**config.mk**
```make
export PLATFORM = sky130hd
export DESIGN_NAME = tw_master_tx
export DESIGN_NICKNAME = d
export VERILOG_FILES = /design/src/hw/tw_pkg.sv /design/src/hw/tw_master_tx.sv /design/src/hw/tw_sync.sv /design/src/hw/tw_bitline.sv
export SDC_FILE = /design/constraint.sdc
export NUM_CORES = 1
export LEC_CHECK = 0
export CAP_MARGIN = 20
export CORE_MARGIN = 2
export CORE_UTILIZATION = 46
export CTS_CLUSTER_DIAMETER = 100
export DETAILED_ROUTE_END_ITERATION = 16
export DONT_BUFFER_PORTS = 1
export GPL_TIMING_DRIVEN = 0
export HOLD_SLACK_MARGIN = 0.08
export PLACE_DENSITY = 0.6
export SLEW_MARGIN = 20
export SYNTH_ARGS = -nofsm -noshare
export SYNTH_HDL_FRONTEND = slang
export SYNTH_SLANG_ARGS = --single-unit
export TNS_END_PERCENT = 50
```
**constraint.sdc**
```tcl
create_clock -name pclk -period 2.41 [get_ports pclk]
set_input_delay 0.6025 -clock pclk [delete_from_list [all_inputs] [get_ports pclk]]
set_output_delay 0.6025 -clock pclk [all_outputs]
set_load 0.03 [all_outputs]
```
**src/hw/tw_pkg.sv**
```systemverilog
// Shared constants and types of the two-wire master transmitter block.
// Assumes a 125 MHz pclk and a 100 kHz bus bit rate.
package tw_pkg;
  // Timing
  localparam int unsigned CLK_PERIOD_NS = 8;
  localparam int unsigned BIT_PERIOD_NS = 10000;
  // Longest quarter of a bit, rounded down
  localparam int unsigned QTR_CYC = BIT_PERIOD_NS / (4 * CLK_PERIOD_NS);
  localparam logic [8:0]  QTR_CNT = 9'(QTR_CYC - 1);

  // Register byte addresses
  localparam logic [7:0] OFS_CTRL = 8'h00;
  localparam logic [7:0] OFS_STAT = 8'h04;
  localparam logic [7:0] OFS_DATA = 8'h08;

  // Control register bit positions
  localparam int CTL_DONE  = 7;
  localparam int CTL_ACKEN = 6;
  localparam int CTL_START = 5;
  localparam int CTL_STOP  = 4;
  localparam int CTL_WCOL  = 3;
  localparam int CTL_EN    = 2;
  localparam int CTL_IRQEN = 0;

  // Status codes, prescaler bits zero
  localparam logic [7:0] CODE_START   = 8'h08;
  localparam logic [7:0] CODE_RSTART  = 8'h10;
  localparam logic [7:0] CODE_AW_ACK  = 8'h18;
  localparam logic [7:0] CODE_AW_NACK = 8'h20;
  localparam logic [7:0] CODE_D_ACK   = 8'h28;
  localparam logic [7:0] CODE_D_NACK  = 8'h30;
  localparam logic [7:0] CODE_ARB     = 8'h38;
  localparam logic [7:0] CODE_AR_ACK  = 8'h40;
  localparam logic [7:0] CODE_AR_NACK = 8'h48;
  localparam logic [7:0] CODE_NONE    = 8'hF8;

  // Data reset value and last bit index of a byte frame
  localparam logic [7:0] DATA_RST = 8'hFF;
  localparam logic [3:0] BIT_LAST = 4'h8;

  // Commands to the bit engine
  typedef enum logic [1:0] {CMD_START, CMD_STOP, CMD_BYTE} tw_cmd_e;
endpackage

```
**src/hw/tw_master_tx.sv**
```systemverilog
// Two-wire master transmitter: APB registers and the transfer sequencer.
// Assumes an APB master on pclk and pull-ups on both open-drain lines.
`timescale 1ns/1ns
module tw_master_tx (
  input  wire logic        pclk,
  input  wire logic        presetn,
  input  wire logic        psel,
  input  wire logic        penable,
  input  wire logic        pwrite,
  input  wire logic [7:0]  paddr,
  input  wire logic [31:0] pwdata,
  output logic      [31:0] prdata,
  output logic             pready,
  output logic             pslverr,
  input  wire logic        scl_in,
  output logic             scl_out,
  output logic             scl_oe_n,
  input  wire logic        sda_in,
  output logic             sda_out,
  output logic             sda_oe_n
);
  typedef enum logic [1:0] {T_IDLE, T_WAIT, T_BUSY, T_HOLD} tw_state_e;

  tw_state_e       state_r;
  tw_state_e       state_nxt;
  tw_pkg::tw_cmd_e kind_r;
  tw_pkg::tw_cmd_e kind_nxt;
  logic [7:0]      code_r;
  logic [7:0]      code_nxt;
  logic [7:0]      data_r;
  logic            go_r;
  logic            go_nxt;
  logic            owns_r;
  logic            owns_nxt;
  logic            rx_r;
  logic            rx_nxt;
  logic            addr_r;
  logic            addr_nxt;
  logic            rsta_r;
  logic            rsta_nxt;
  logic            chain_r;
  logic            chain_nxt;
  logic            stop_clr;
  logic            ack_en_r;
  logic            start_req_r;
  logic            stop_req_r;
  logic            wcol_r;
  logic            en_r;
  logic            irq_en_r;
  logic            busy_r;
  logic            scl_p_r;
  logic            sda_p_r;
  logic            low_r;
  logic [1:0]      pins_s;
  logic            e_done;
  logic            e_nack;
  logic            e_arb;

  // Line inputs come from the bus pins
  tw_sync u_sync (
    .clk   (pclk),
    .rst_n (presetn),
    .d     ({scl_in, sda_in}),
    .q     (pins_s)
  );

  wire scl_s = pins_s[1];
  wire sda_s = pins_s[0];

  tw_bitline u_bit (
    .clk      (pclk),
    .rst_n    (presetn),
    .go       (go_r),
    .kind     (kind_r),
    .tx_byte  (data_r),
    .scl_s    (scl_s),
    .sda_s    (sda_s),
    .done     (e_done),
    .nack     (e_nack),
    .arb      (e_arb),
    .scl_oe_n (scl_oe_n),
    .sda_oe_n (sda_oe_n)
  );

  // Bus activity seen on the lines, our own included
  wire seen_start = scl_s && scl_p_r && sda_p_r && !sda_s;
  wire seen_stop  = scl_s && scl_p_r && !sda_p_r && sda_s;

  // APB decode; no wait states, data fetched in the setup cycle
  wire setup    = psel && !penable;
  wire acc      = psel && penable && pready;
  wire wr       = acc && pwrite;
  wire hit_ctl  = (paddr == tw_pkg::OFS_CTRL);
  wire hit_stat = (paddr == tw_pkg::OFS_STAT);
  wire hit_data = (paddr == tw_pkg::OFS_DATA);
  wire mapped   = hit_ctl || hit_stat || hit_data;
  wire ctl_wr   = wr && hit_ctl;
  wire data_wr  = wr && hit_data;

  // Done flag is the hold state itself
  wire hold = (state_r == T_HOLD);

  wire [7:0] ctl_rd = {hold, ack_en_r, start_req_r, stop_req_r,
                       wcol_r, en_r, 1'b0, irq_en_r};
  wire [7:0] stat_rd = {code_r[7:3], 3'h0};
  wire [7:0] rd_byte = hit_ctl  ? ctl_rd :
                       hit_stat ? stat_rd :
                       hit_data ? data_r : 8'h00;

  // Written control bits that steer the sequencer
  wire w_done  = pwdata[tw_pkg::CTL_DONE];
  wire w_start = pwdata[tw_pkg::CTL_START];
  wire w_stop  = pwdata[tw_pkg::CTL_STOP];
  wire w_en    = pwdata[tw_pkg::CTL_EN];
  wire idle    = (state_r == T_IDLE);
  wire trig    = ctl_wr && w_done && w_en && (idle || hold);
  wire at_addr = (code_r == tw_pkg::CODE_START) ||
                 (code_r == tw_pkg::CODE_RSTART);

  // Sequencer: decides the next bus action and the status it posts
  always_comb begin
    state_nxt = state_r;
    kind_nxt  = kind_r;
    code_nxt  = code_r;
    go_nxt    = 1'b0;
    owns_nxt  = owns_r;
    rx_nxt    = rx_r;
    addr_nxt  = addr_r;
    rsta_nxt  = rsta_r;
    chain_nxt = chain_r;
    stop_clr  = 1'b0;
    case (state_r)
      T_IDLE: begin
        if (trig && w_start) begin
          state_nxt = T_WAIT;
          rsta_nxt  = 1'b0;
        end
      end
      T_WAIT: begin
        // Start only on a free bus
        if (!busy_r) begin
          state_nxt = T_BUSY;
          go_nxt    = 1'b1;
          kind_nxt  = tw_pkg::CMD_START;
        end
      end
      T_HOLD: begin
        if (trig) begin
          if (!owns_r) begin
            // After lost arbitration nothing is held
            state_nxt = w_start ? T_WAIT : T_IDLE;
            rsta_nxt  = 1'b0;
          end else if (w_stop) begin
            state_nxt = T_BUSY;
            go_nxt    = 1'b1;
            kind_nxt  = tw_pkg::CMD_STOP;
            chain_nxt = w_start;
          end else if (w_start) begin
            state_nxt = T_BUSY;
            go_nxt    = 1'b1;
            kind_nxt  = tw_pkg::CMD_START;
            rsta_nxt  = 1'b1;
          end else if (at_addr || !rx_r) begin
            state_nxt = T_BUSY;
            go_nxt    = 1'b1;
            kind_nxt  = tw_pkg::CMD_BYTE;
            addr_nxt  = at_addr;
            if (at_addr) begin
              rx_nxt = data_r[0];
            end
          end
        end
      end
      T_BUSY: begin
        if (e_done) begin
          case (kind_r)
            tw_pkg::CMD_START: begin
              state_nxt = T_HOLD;
              owns_nxt  = 1'b1;
              code_nxt  = rsta_r ? tw_pkg::CODE_RSTART : tw_pkg::CODE_START;
            end
            tw_pkg::CMD_STOP: begin
              owns_nxt  = 1'b0;
              stop_clr  = 1'b1;
              chain_nxt = 1'b0;
              rsta_nxt  = 1'b0;
              if (chain_r) begin
                state_nxt = T_WAIT;
              end else begin
                state_nxt = T_IDLE;
                code_nxt  = tw_pkg::CODE_NONE;
              end
            end
            default: begin
              state_nxt = T_HOLD;
              if (e_arb) begin
                owns_nxt = 1'b0;
                code_nxt = tw_pkg::CODE_ARB;
              end else if (addr_r && rx_r) begin
                code_nxt = e_nack ? tw_pkg::CODE_AR_NACK : tw_pkg::CODE_AR_ACK;
              end else if (addr_r) begin
                code_nxt = e_nack ? tw_pkg::CODE_AW_NACK : tw_pkg::CODE_AW_ACK;
              end else begin
                code_nxt = e_nack ? tw_pkg::CODE_D_NACK : tw_pkg::CODE_D_ACK;
              end
            end
          endcase
        end
      end
      default: begin
        state_nxt = T_IDLE;
      end
    endcase
  end

  // Sequencer state
  always_ff @(posedge pclk or negedge presetn) begin
    if (!presetn) begin
      state_r <= T_IDLE;
      kind_r  <= tw_pkg::CMD_START;
      code_r  <= tw_pkg::CODE_NONE;
      go_r    <= 1'b0;
      owns_r  <= 1'b0;
      rx_r    <= 1'b0;
      addr_r  <= 1'b0;
      rsta_r  <= 1'b0;
      chain_r <= 1'b0;
    end else begin
      state_r <= state_nxt;
      kind_r  <= kind_nxt;
      code_r  <= code_nxt;
      go_r    <= go_nxt;
      owns_r  <= owns_nxt;
      rx_r    <= rx_nxt;
      addr_r  <= addr_nxt;
      rsta_r  <= rsta_nxt;
      chain_r <= chain_nxt;
    end
  end

  // Bus-busy tracker fed from the line monitor
  always_ff @(posedge pclk or negedge presetn) begin
    if (!presetn) begin
      scl_p_r <= 1'b1;
      sda_p_r <= 1'b1;
      busy_r  <= 1'b0;
    end else begin
      scl_p_r <= scl_s;
      sda_p_r <= sda_s;
      if (seen_start) begin
        busy_r <= 1'b1;
      end else if (seen_stop) begin
        busy_r <= 1'b0;
      end
    end
  end

  // Control bits; hardware clears the stop request after its STOP
  always_ff @(posedge pclk or negedge presetn) begin
    if (!presetn) begin
      ack_en_r    <= 1'b0;
      start_req_r <= 1'b0;
      stop_req_r  <= 1'b0;
      en_r        <= 1'b0;
      irq_en_r    <= 1'b0;
    end else begin
      if (ctl_wr) begin
        ack_en_r    <= pwdata[tw_pkg::CTL_ACKEN];
        start_req_r <= w_start;
        en_r        <= w_en;
        irq_en_r    <= pwdata[tw_pkg::CTL_IRQEN];
      end
      if (stop_clr) begin
        stop_req_r <= 1'b0;
      end else if (ctl_wr) begin
        stop_req_r <= w_stop;
      end
    end
  end

  // Data register accepts bytes only while the flag is up
  always_ff @(posedge pclk or negedge presetn) begin
    if (!presetn) begin
      data_r <= tw_pkg::DATA_RST;
      wcol_r <= 1'b0;
    end else if (data_wr) begin
      if (hold) begin
        data_r <= pwdata[7:0];
        wcol_r <= 1'b0;
      end else begin
        wcol_r <= 1'b1;
      end
    end
  end

  // APB answer flops; the line outputs only ever pull low
  always_ff @(posedge pclk or negedge presetn) begin
    if (!presetn) begin
      prdata  <= 32'h0000_0000;
      pready  <= 1'b0;
      pslverr <= 1'b0;
      low_r   <= 1'b0;
    end else begin
      pready  <= setup;
      pslverr <= setup && !mapped;
      low_r   <= 1'b0;
      if (setup && !pwrite) begin
        prdata <= {24'h00_0000, rd_byte};
      end
    end
  end

  assign scl_out = low_r;
  assign sda_out = low_r;
endmodule

```
**src/hw/tw_sync.sv**
```systemverilog
// Two-flop synchronisers for the bus line inputs, one per bit.
// Assumes inputs asynchronous to clk; only q may be read.
`timescale 1ns/1ns
module tw_sync #(
  parameter int W = 2
) (
  input  wire logic         clk,
  input  wire logic         rst_n,
  input  wire logic [W-1:0] d,
  output logic      [W-1:0] q
);
  logic [W-1:0] meta_r;

  // Idle bus lines read high, so reset to one
  genvar i;
  generate
    for (i = 0; i < W; i++) begin : g_bit
      always_ff @(posedge clk or negedge rst_n) begin
        if (!rst_n) begin
          meta_r[i] <= 1'b1;
          q[i]      <= 1'b1;
        end else begin
          meta_r[i] <= d[i];
          q[i]      <= meta_r[i];
        end
      end
    end
  endgenerate
endmodule

```
**src/hw/tw_bitline.sv**
```systemverilog
// Bit engine: START, STOP and nine-bit byte frames on the open-drain lines.
// Assumes synchronised line levels; a bit is four quarters of QTR_CNT+1.
`timescale 1ns/1ns
module tw_bitline (
  input  wire logic            clk,
  input  wire logic            rst_n,
  input  wire logic            go,
  input  tw_pkg::tw_cmd_e      kind,
  input  wire logic [7:0]      tx_byte,
  input  wire logic            scl_s,
  input  wire logic            sda_s,
  output logic                 done,
  output logic                 nack,
  output logic                 arb,
  output logic                 scl_oe_n,
  output logic                 sda_oe_n
);
  tw_pkg::tw_cmd_e kind_r;
  logic        run_r;
  logic [8:0]  sh_r;
  logic [3:0]  bit_r;
  logic [1:0]  q_r;
  logic [8:0]  cnt_r;
  logic        w_sda;
  logic        w_scl;

  // Wanted line levels per quarter, one meaning released
  always_comb begin
    case (kind_r)
      tw_pkg::CMD_START: begin
        w_sda = (q_r < 2'h2);
        w_scl = (q_r == 2'h0) ? scl_oe_n : (q_r != 2'h3);
      end
      tw_pkg::CMD_STOP: begin
        w_sda = (q_r >= 2'h2);
        w_scl = (q_r != 2'h0);
      end
      default: begin
        w_sda = sh_r[8];
        w_scl = (q_r == 2'h1) || (q_r == 2'h2);
      end
    endcase
  end

  // A high quarter waits for the line, so a stretching slave is honoured
  wire is_byte = (kind_r == tw_pkg::CMD_BYTE);
  wire tick    = run_r && (cnt_r == 9'h000) && (!w_scl || scl_s);
  wire samp    = tick && is_byte && (q_r == 2'h2);
  wire lost    = samp && (bit_r != tw_pkg::BIT_LAST) && w_sda && !sda_s;
  wire fin     = tick && (q_r == 2'h3) && (!is_byte || bit_r == tw_pkg::BIT_LAST);

  always_ff @(posedge clk or negedge rst_n) begin
    if (!rst_n) begin
      kind_r   <= tw_pkg::CMD_START;
      run_r    <= 1'b0;
      sh_r     <= 9'h1FF;
      bit_r    <= 4'h0;
      q_r      <= 2'h0;
      cnt_r    <= 9'h000;
      done     <= 1'b0;
      nack     <= 1'b0;
      arb      <= 1'b0;
      scl_oe_n <= 1'b1;
      sda_oe_n <= 1'b1;
    end else begin
      done <= fin || lost;
      if (go && !run_r) begin
        run_r  <= 1'b1;
        kind_r <= kind;
        sh_r   <= {tx_byte, 1'b1};
        bit_r  <= 4'h0;
        q_r    <= 2'h0;
        cnt_r  <= tw_pkg::QTR_CNT;
        arb    <= 1'b0;
      end else if (lost) begin
        // Lost arbitration: let go of both lines at once
        run_r    <= 1'b0;
        arb      <= 1'b1;
        scl_oe_n <= 1'b1;
        sda_oe_n <= 1'b1;
      end else if (run_r) begin
        scl_oe_n <= w_scl;
        sda_oe_n <= w_sda;
        if (cnt_r != 9'h000) begin
          cnt_r <= cnt_r - 9'h001;
        end
        if (tick) begin
          cnt_r <= tw_pkg::QTR_CNT;
          q_r   <= q_r + 2'h1;
          if (samp && bit_r == tw_pkg::BIT_LAST) begin
            nack <= sda_s;
          end
          if (fin) begin
            run_r <= 1'b0;
          end else if (q_r == 2'h3) begin
            bit_r <= bit_r + 4'h1;
            sh_r  <= {sh_r[7:0], 1'b1};
          end
        end
      end
    end
  end
endmodule

```
# After elaboration in Yosys (flattened, before gate mapping)
# Index checks and enable logic that the tools add are counted.
# W data, S select, Z words.
word_totals:
  reg_bits: 81
  latchBits: 0
  mem_bits_rw: 0
  romBits: 0
  input_bits: 47
  output_inout_bits: 38
  elab_cells: 251
  mem_count: 0
op_classes:
  n_addsub: 3
  multipliers: 0
  div: 0
  magnitude_cmp: 2
  n_eq_ne: 30
  n_shift: 0
  mux: 94
  bitwise_logic: 4
  n_reduce_logical: 81
op_table:
  columns: ["cell", "count"]
  rows:
  - ["$mux W9", 11]
  - ["$mux W1", 39]
  - ["$mux W2", 18]
  - ["$mux W8", 4]
  - ["$logic_and A1 B1 Y1", 29]
  - ["$mux W4", 7]
  - ["$reduce_and A5 Y1", 4]
  - ["$reduce_bool A2 Y1", 10]
  - ["$eq A8 B4 Y1 const B", 2]
  - ["$ne A2 B2 Y1 const B", 8]
  - ["$pmux W8 S2", 1]
  - ["$mux W7", 2]
  - ["$reduce_and A7 Y1", 2]
  - ["$mux W6", 2]
  - ["$reduce_and A3 Y1", 4]
  - ["$reduce_and A6 Y1", 2]
  - ["$eq A2 B2 Y1 const B", 5]
  - ["$mux W5", 2]
  - ["$pmux W1 S2", 5]
  - ["$logic_not A1 Y1", 9]
  - ["$logic_not A9 Y1", 1]
  - ["$logic_or A1 B1 Y1", 9]
  - ["$reduce_bool A3 Y1", 3]
  - ["$reduce_bool A9 Y1", 1]
  - ["21 further kinds", 34]

# Logic depth before layout (Yosys ltp)
logic_depth:
  depth_word: 13
  mapped_depth: 8
  mapped_depth_nobuf: 7

# By module
# From an unflattened synthesis, not the netlist that was laid out.
hier_totals:
  cells_unflattened: 409
  hier_area_um2: 4230.3
by_module_without_submodules:
  columns: ["mod", "n_inst", "cells_each", "area_per_inst_um2", "seq_area_each_um2"]
  rows:
  - ["tw_master_tx", 1, 231, 2367.3, 1069.8]
  - ["tw_bitline", 1, 174, 1757.9, 788.3]
  - ["tw_sync", 1, 4, 105.1, 105.1]

# Worst setup path after synthesis
# No wires, ideal clock.
synth_timing:
  kind: "in2reg"
  start: "input paddr[1]"
  end: "register rx_r"
  setup_ps: 125
  t_arrival_ps: 2805
  required_time_ps: 2285
  setup_slack_ps: -520
  stages: 7
  n_path_buf: 2
  path_cell_list: "or4_4 or4_4 buf_6 or2_1 buf_6 or4_4 mux2_4"
synth_via:
  elab_chain_cells: 6
synth_rtl:
  columns: ["item", "line", "rtl"]
  rows:
  - ["start: declaration", "tw_master_tx.sv:10", "input wire logic [7:0] paddr,"]
  - ["$logic_not A8 Y1", "tw_master_tx.sv:93", "wire hit_ctl = (paddr == tw_pkg::OFS_CTRL);"]
  - ["$logic_and A1 B1 Y1", "tw_master_tx.sv:97", "wire ctl_wr = wr && hit_ctl;"]
  - ["$logic_and A1 B1 Y1 (3 in series)", "tw_master_tx.sv:116", "wire trig = ctl_wr && w_done && w_en && (idle || hold);"]
  - ["$reduce_and A7 Y1 (no source line)", null, null]
  - ["end signal: assignment", "tw_master_tx.sv:234", "rx_r <= rx_nxt;"]
  - ["end: declaration", "tw_master_tx.sv:35", "logic rx_r;"]
# Every way passes these cells.
# A chain may end at the register's enable or synchronous reset.

# Worst setup path in the final report
# Ends and elaborated chain as after synthesis.

==> impl_metrics.yaml <==
setup_path:
  cp.required_ns: 2.65
  cp.depth: 5
  crit_path_max_incr_delay_ns: 0.52
  crit_arrival_ns: 2.64
  cp_slowest_cell: "or4_4"
  crit_fanout: 7
  crit_family: "simple AND/OR/NAND/NOR gates"
  timing.rr.start: "pready$_DFF_PN0_"
  r2r_cells: 5
  cp_cell_sequence: "or4_4, or4_4, or2_4, or4_4, mux2_4"
  worstSetupPathType: "in -> reg"
  cp-start-kind: "primary input"
  worstPathBufferInverterCount: 0
  regToRegSetupSlack_ns: 0.06
  worst_path_most_repeated_cell: "or4_4"
  crit_path_end_kind: "register"
  cp-startpoint: "paddr[1]"
place:
  post-place-cells: 553
  hpwl_mm: 6.13
  gp_congestion: 0.851
  dpl_cell_area_sq_um: 4370
  portBuffers: 0
  dp_slack_ns: -0.556
grt:
  grt_overflow_total: 0
  grt_first_pass_wirelength_mm: 14.7
  grt_max_degree: 49
  grt_pass1_vias: 3017
  grt_usage_pct: 18.7
  grt_antenna_before_repair: 0
synth:
  ys_seq_elements: 77
  synthTopCellsByArea: "dfrtp_1 (29%), dfstp_2 (18%), buf_4 (4.7%)"
  yosysWarnings: 0
  yosysTopAreaCell: "dfrtp_1"
  synth_ff_type: "dfrtp_1"
  netlist_area_sq_um: 4140
  ys_seq_area_share_pct: 47.4
  synth_top_area_share_pct: 29.0
  synth-edff-count: 0
  syn_avg_cell_area_sq_um: 9.86
  synth-async-reset-ratio_pct: 100
  synthCells: 420
  synth.distinct_cells: 56
sta:
  min_period_over_period_pct: 99.5
  max_freq_mhz: 417
  setup_viol: 0
  final_max_slew_viol_count: 0
  layout_min_cycle_time_ns: 2.40
  rsz0062_at_grt: "yes"
  maxSlewHeadroom_pct: 57.0
  fin_worst_skew_ns: 0.0125
  worst_pin_slew_ns: 0.639
  layout_setup_ws_ns: 0.0114
  hold_viol: 0
route:
  first_pass_iters: 5
  wl_per_cell_um: 15.5
  routed_wl_mm: 8.84
  vias_per_cell: 5.40
  drtAntennaViolNets: 0
  dr.first_iter.drc_count: 156
  vias: 3091
  post-route-drc-count: 0
pwr:
  max-vdd-ir-drop_v: 0.000309
  p_per_area_nw_per_um2: 618
  p_leak_nw: 2.18
layout:
  final_layout_size_suffix_gt1_share_pct: 22.2
  mostFrequentLayoutCells: "dfrtp_1 (48), nor2_1 (39), nand2_1 (35), o21ai_0 (30), dfstp_2 (29)"
  area_delta_synth_final_pct: 14.1
  final_cell_area_sq_um: 4730
  layout_commonest_cell: "dfrtp_1"
  fin_nets: 518
  antenna_cells: 0
  stdcell_count: 572
hold_path:
  hold_class: "in -> async"
cts:
  clockRootBuffer: "clkbuf_8"
  htree_levels: 3
  cts_made_buffers: 9
  clockBufferDepth: 2
  tritoncts: "yes"
  clk_latency_ns: 0.35
  cts.sinks: 77
  clk_pin_slew_ns: 0.08
outcome:
  status: "completed"
die:
  pin_count: 85
  core_sq_um: 8720
  die_area_sq_um: 9780
  die_x_um: 98.9
  row_count: 34
  start_util_pct: 47.5
  die-height_um: 98.9
flow_run:
  cap_violations: 0
==> cell type report <==
type / count / area, sq um
tap: 108 / 135
sequential: 77 / 1960
multi-input combinational: 307 / 2010
timing repair buffer: 5 / 72.6
clock buffer: 12 / 135
fill: 803 / 3990
clock inverter: 4 / 72.6
buffer: 38 / 258
inverter: 21 / 78.8
==> worst register-to-register path, delay by kind of cell (launching register included) <==
| family | cells | cell delay [ns] |
|---|---|---|
| flops | 1 | 0.52 |
| simple gates | 4 | 1.43 |
| mux | 1 | 0.30 |
==> kinds of logic (layout without fill, tap and decap cells) <==
logic type,count (synthesis),in the layout,share of synthesized area [%]
adders and majority gates,12,12,3.62
DFF,77,77,47.4
and+or+nand+nor,135,135,16.4
AOI/OAI and AO/OA,98,98,15.2
muxes,32,32,8.21
xor gates and xnor gates,4,4,0.846
other,1,26,0.0905
buffers and inverters,61,80,8.25
==> report_power, final <==
part / internal [mW] / total (mW) / switching (mW)
Sequential: 1.33 / 1.37 / 0.0367
Clock: 0.583 / 1.04 / 0.461
Combinational: 0.197 / 0.507 / 0.310
Total: 2.11 / 2.92 / 0.808
==> worst paths after layout <==
check / endpoint
max in group asynchronous: code_r[7]$_DFFE_PN1P_
max: rx_r$_DFFE_PN0P_
min reg2reg: u_sync.q[1]$_DFF_PN1_
min: u_bit.cnt_r[6]$_DFFE_PN0P_
max reg2reg: rx_r$_DFFE_PN0P_
min in group pclk: u_sync.meta_r[0]$_DFF_PN1_
==> per-stage QoR <==
| step | total power, mW | utilization, % | TNS [ns] | hold WS, ns |
|---|---|---|---|---|
| floorplan | 1.77 | - | -1.21 | 0.307 |
| global placement | 1.83 | 50.1 | -11.07 | 0.309 |
| detailed placement | 1.85 | 50.1 | -11.37 | 0.309 |
| CTS | 2.93 | 53.4 | 0 | 0.0822 |
| global route | 3.08 | 54.2 | -0.0519 | 0.0857 |
| finish | 2.92 | 54.2 | 0 | 0.0911 |
==> state kept, by name (all words and copies together), names as in the netlist, 2 cells and up <==
name           cells
u_sync.q           2
data_r             8
u_bit.bit_r        4
u_bit.q_r          2
u_sync.meta_r      2
state_r            2
u_bit.cnt_r        9
prdata             8
kind_r             2
u_bit.kind_r       2
u_bit.sh_r         8
code_r             5
==> Yosys cell counts (19+ instances only) <==
library cell / instances
a21oi_1: 22
buf_4: 26
dfrtp_1: 48
dfstp_2: 29
inv_1: 21
mux2i_1: 19
nand2_1: 35
nor2_1: 40
o21ai_0: 30
==> layer usage <==
layer	wire [um]	up-vias	part of all wire, %	GRT usage [%]
met5	0	-	0	0
met4	59	0	0.67	5.48
met3	397	7	4.5	4.75
met2	4170	67	47	29.2
met1	4210	1503	48	25.9
li1	-	1514	-	-
==> repair_timing <==
item | CTS | global route
cloned | 0 | 0
setup endpoints to repair | 33 | 25
gates resized for setup | 14 | 8
hold buffers | 1 | 2
buffers inserted | 2 | 0
pin swaps | 4 | 2
hold endpoints to repair | 48 | 21
Power figures use the tool's default switching activity.
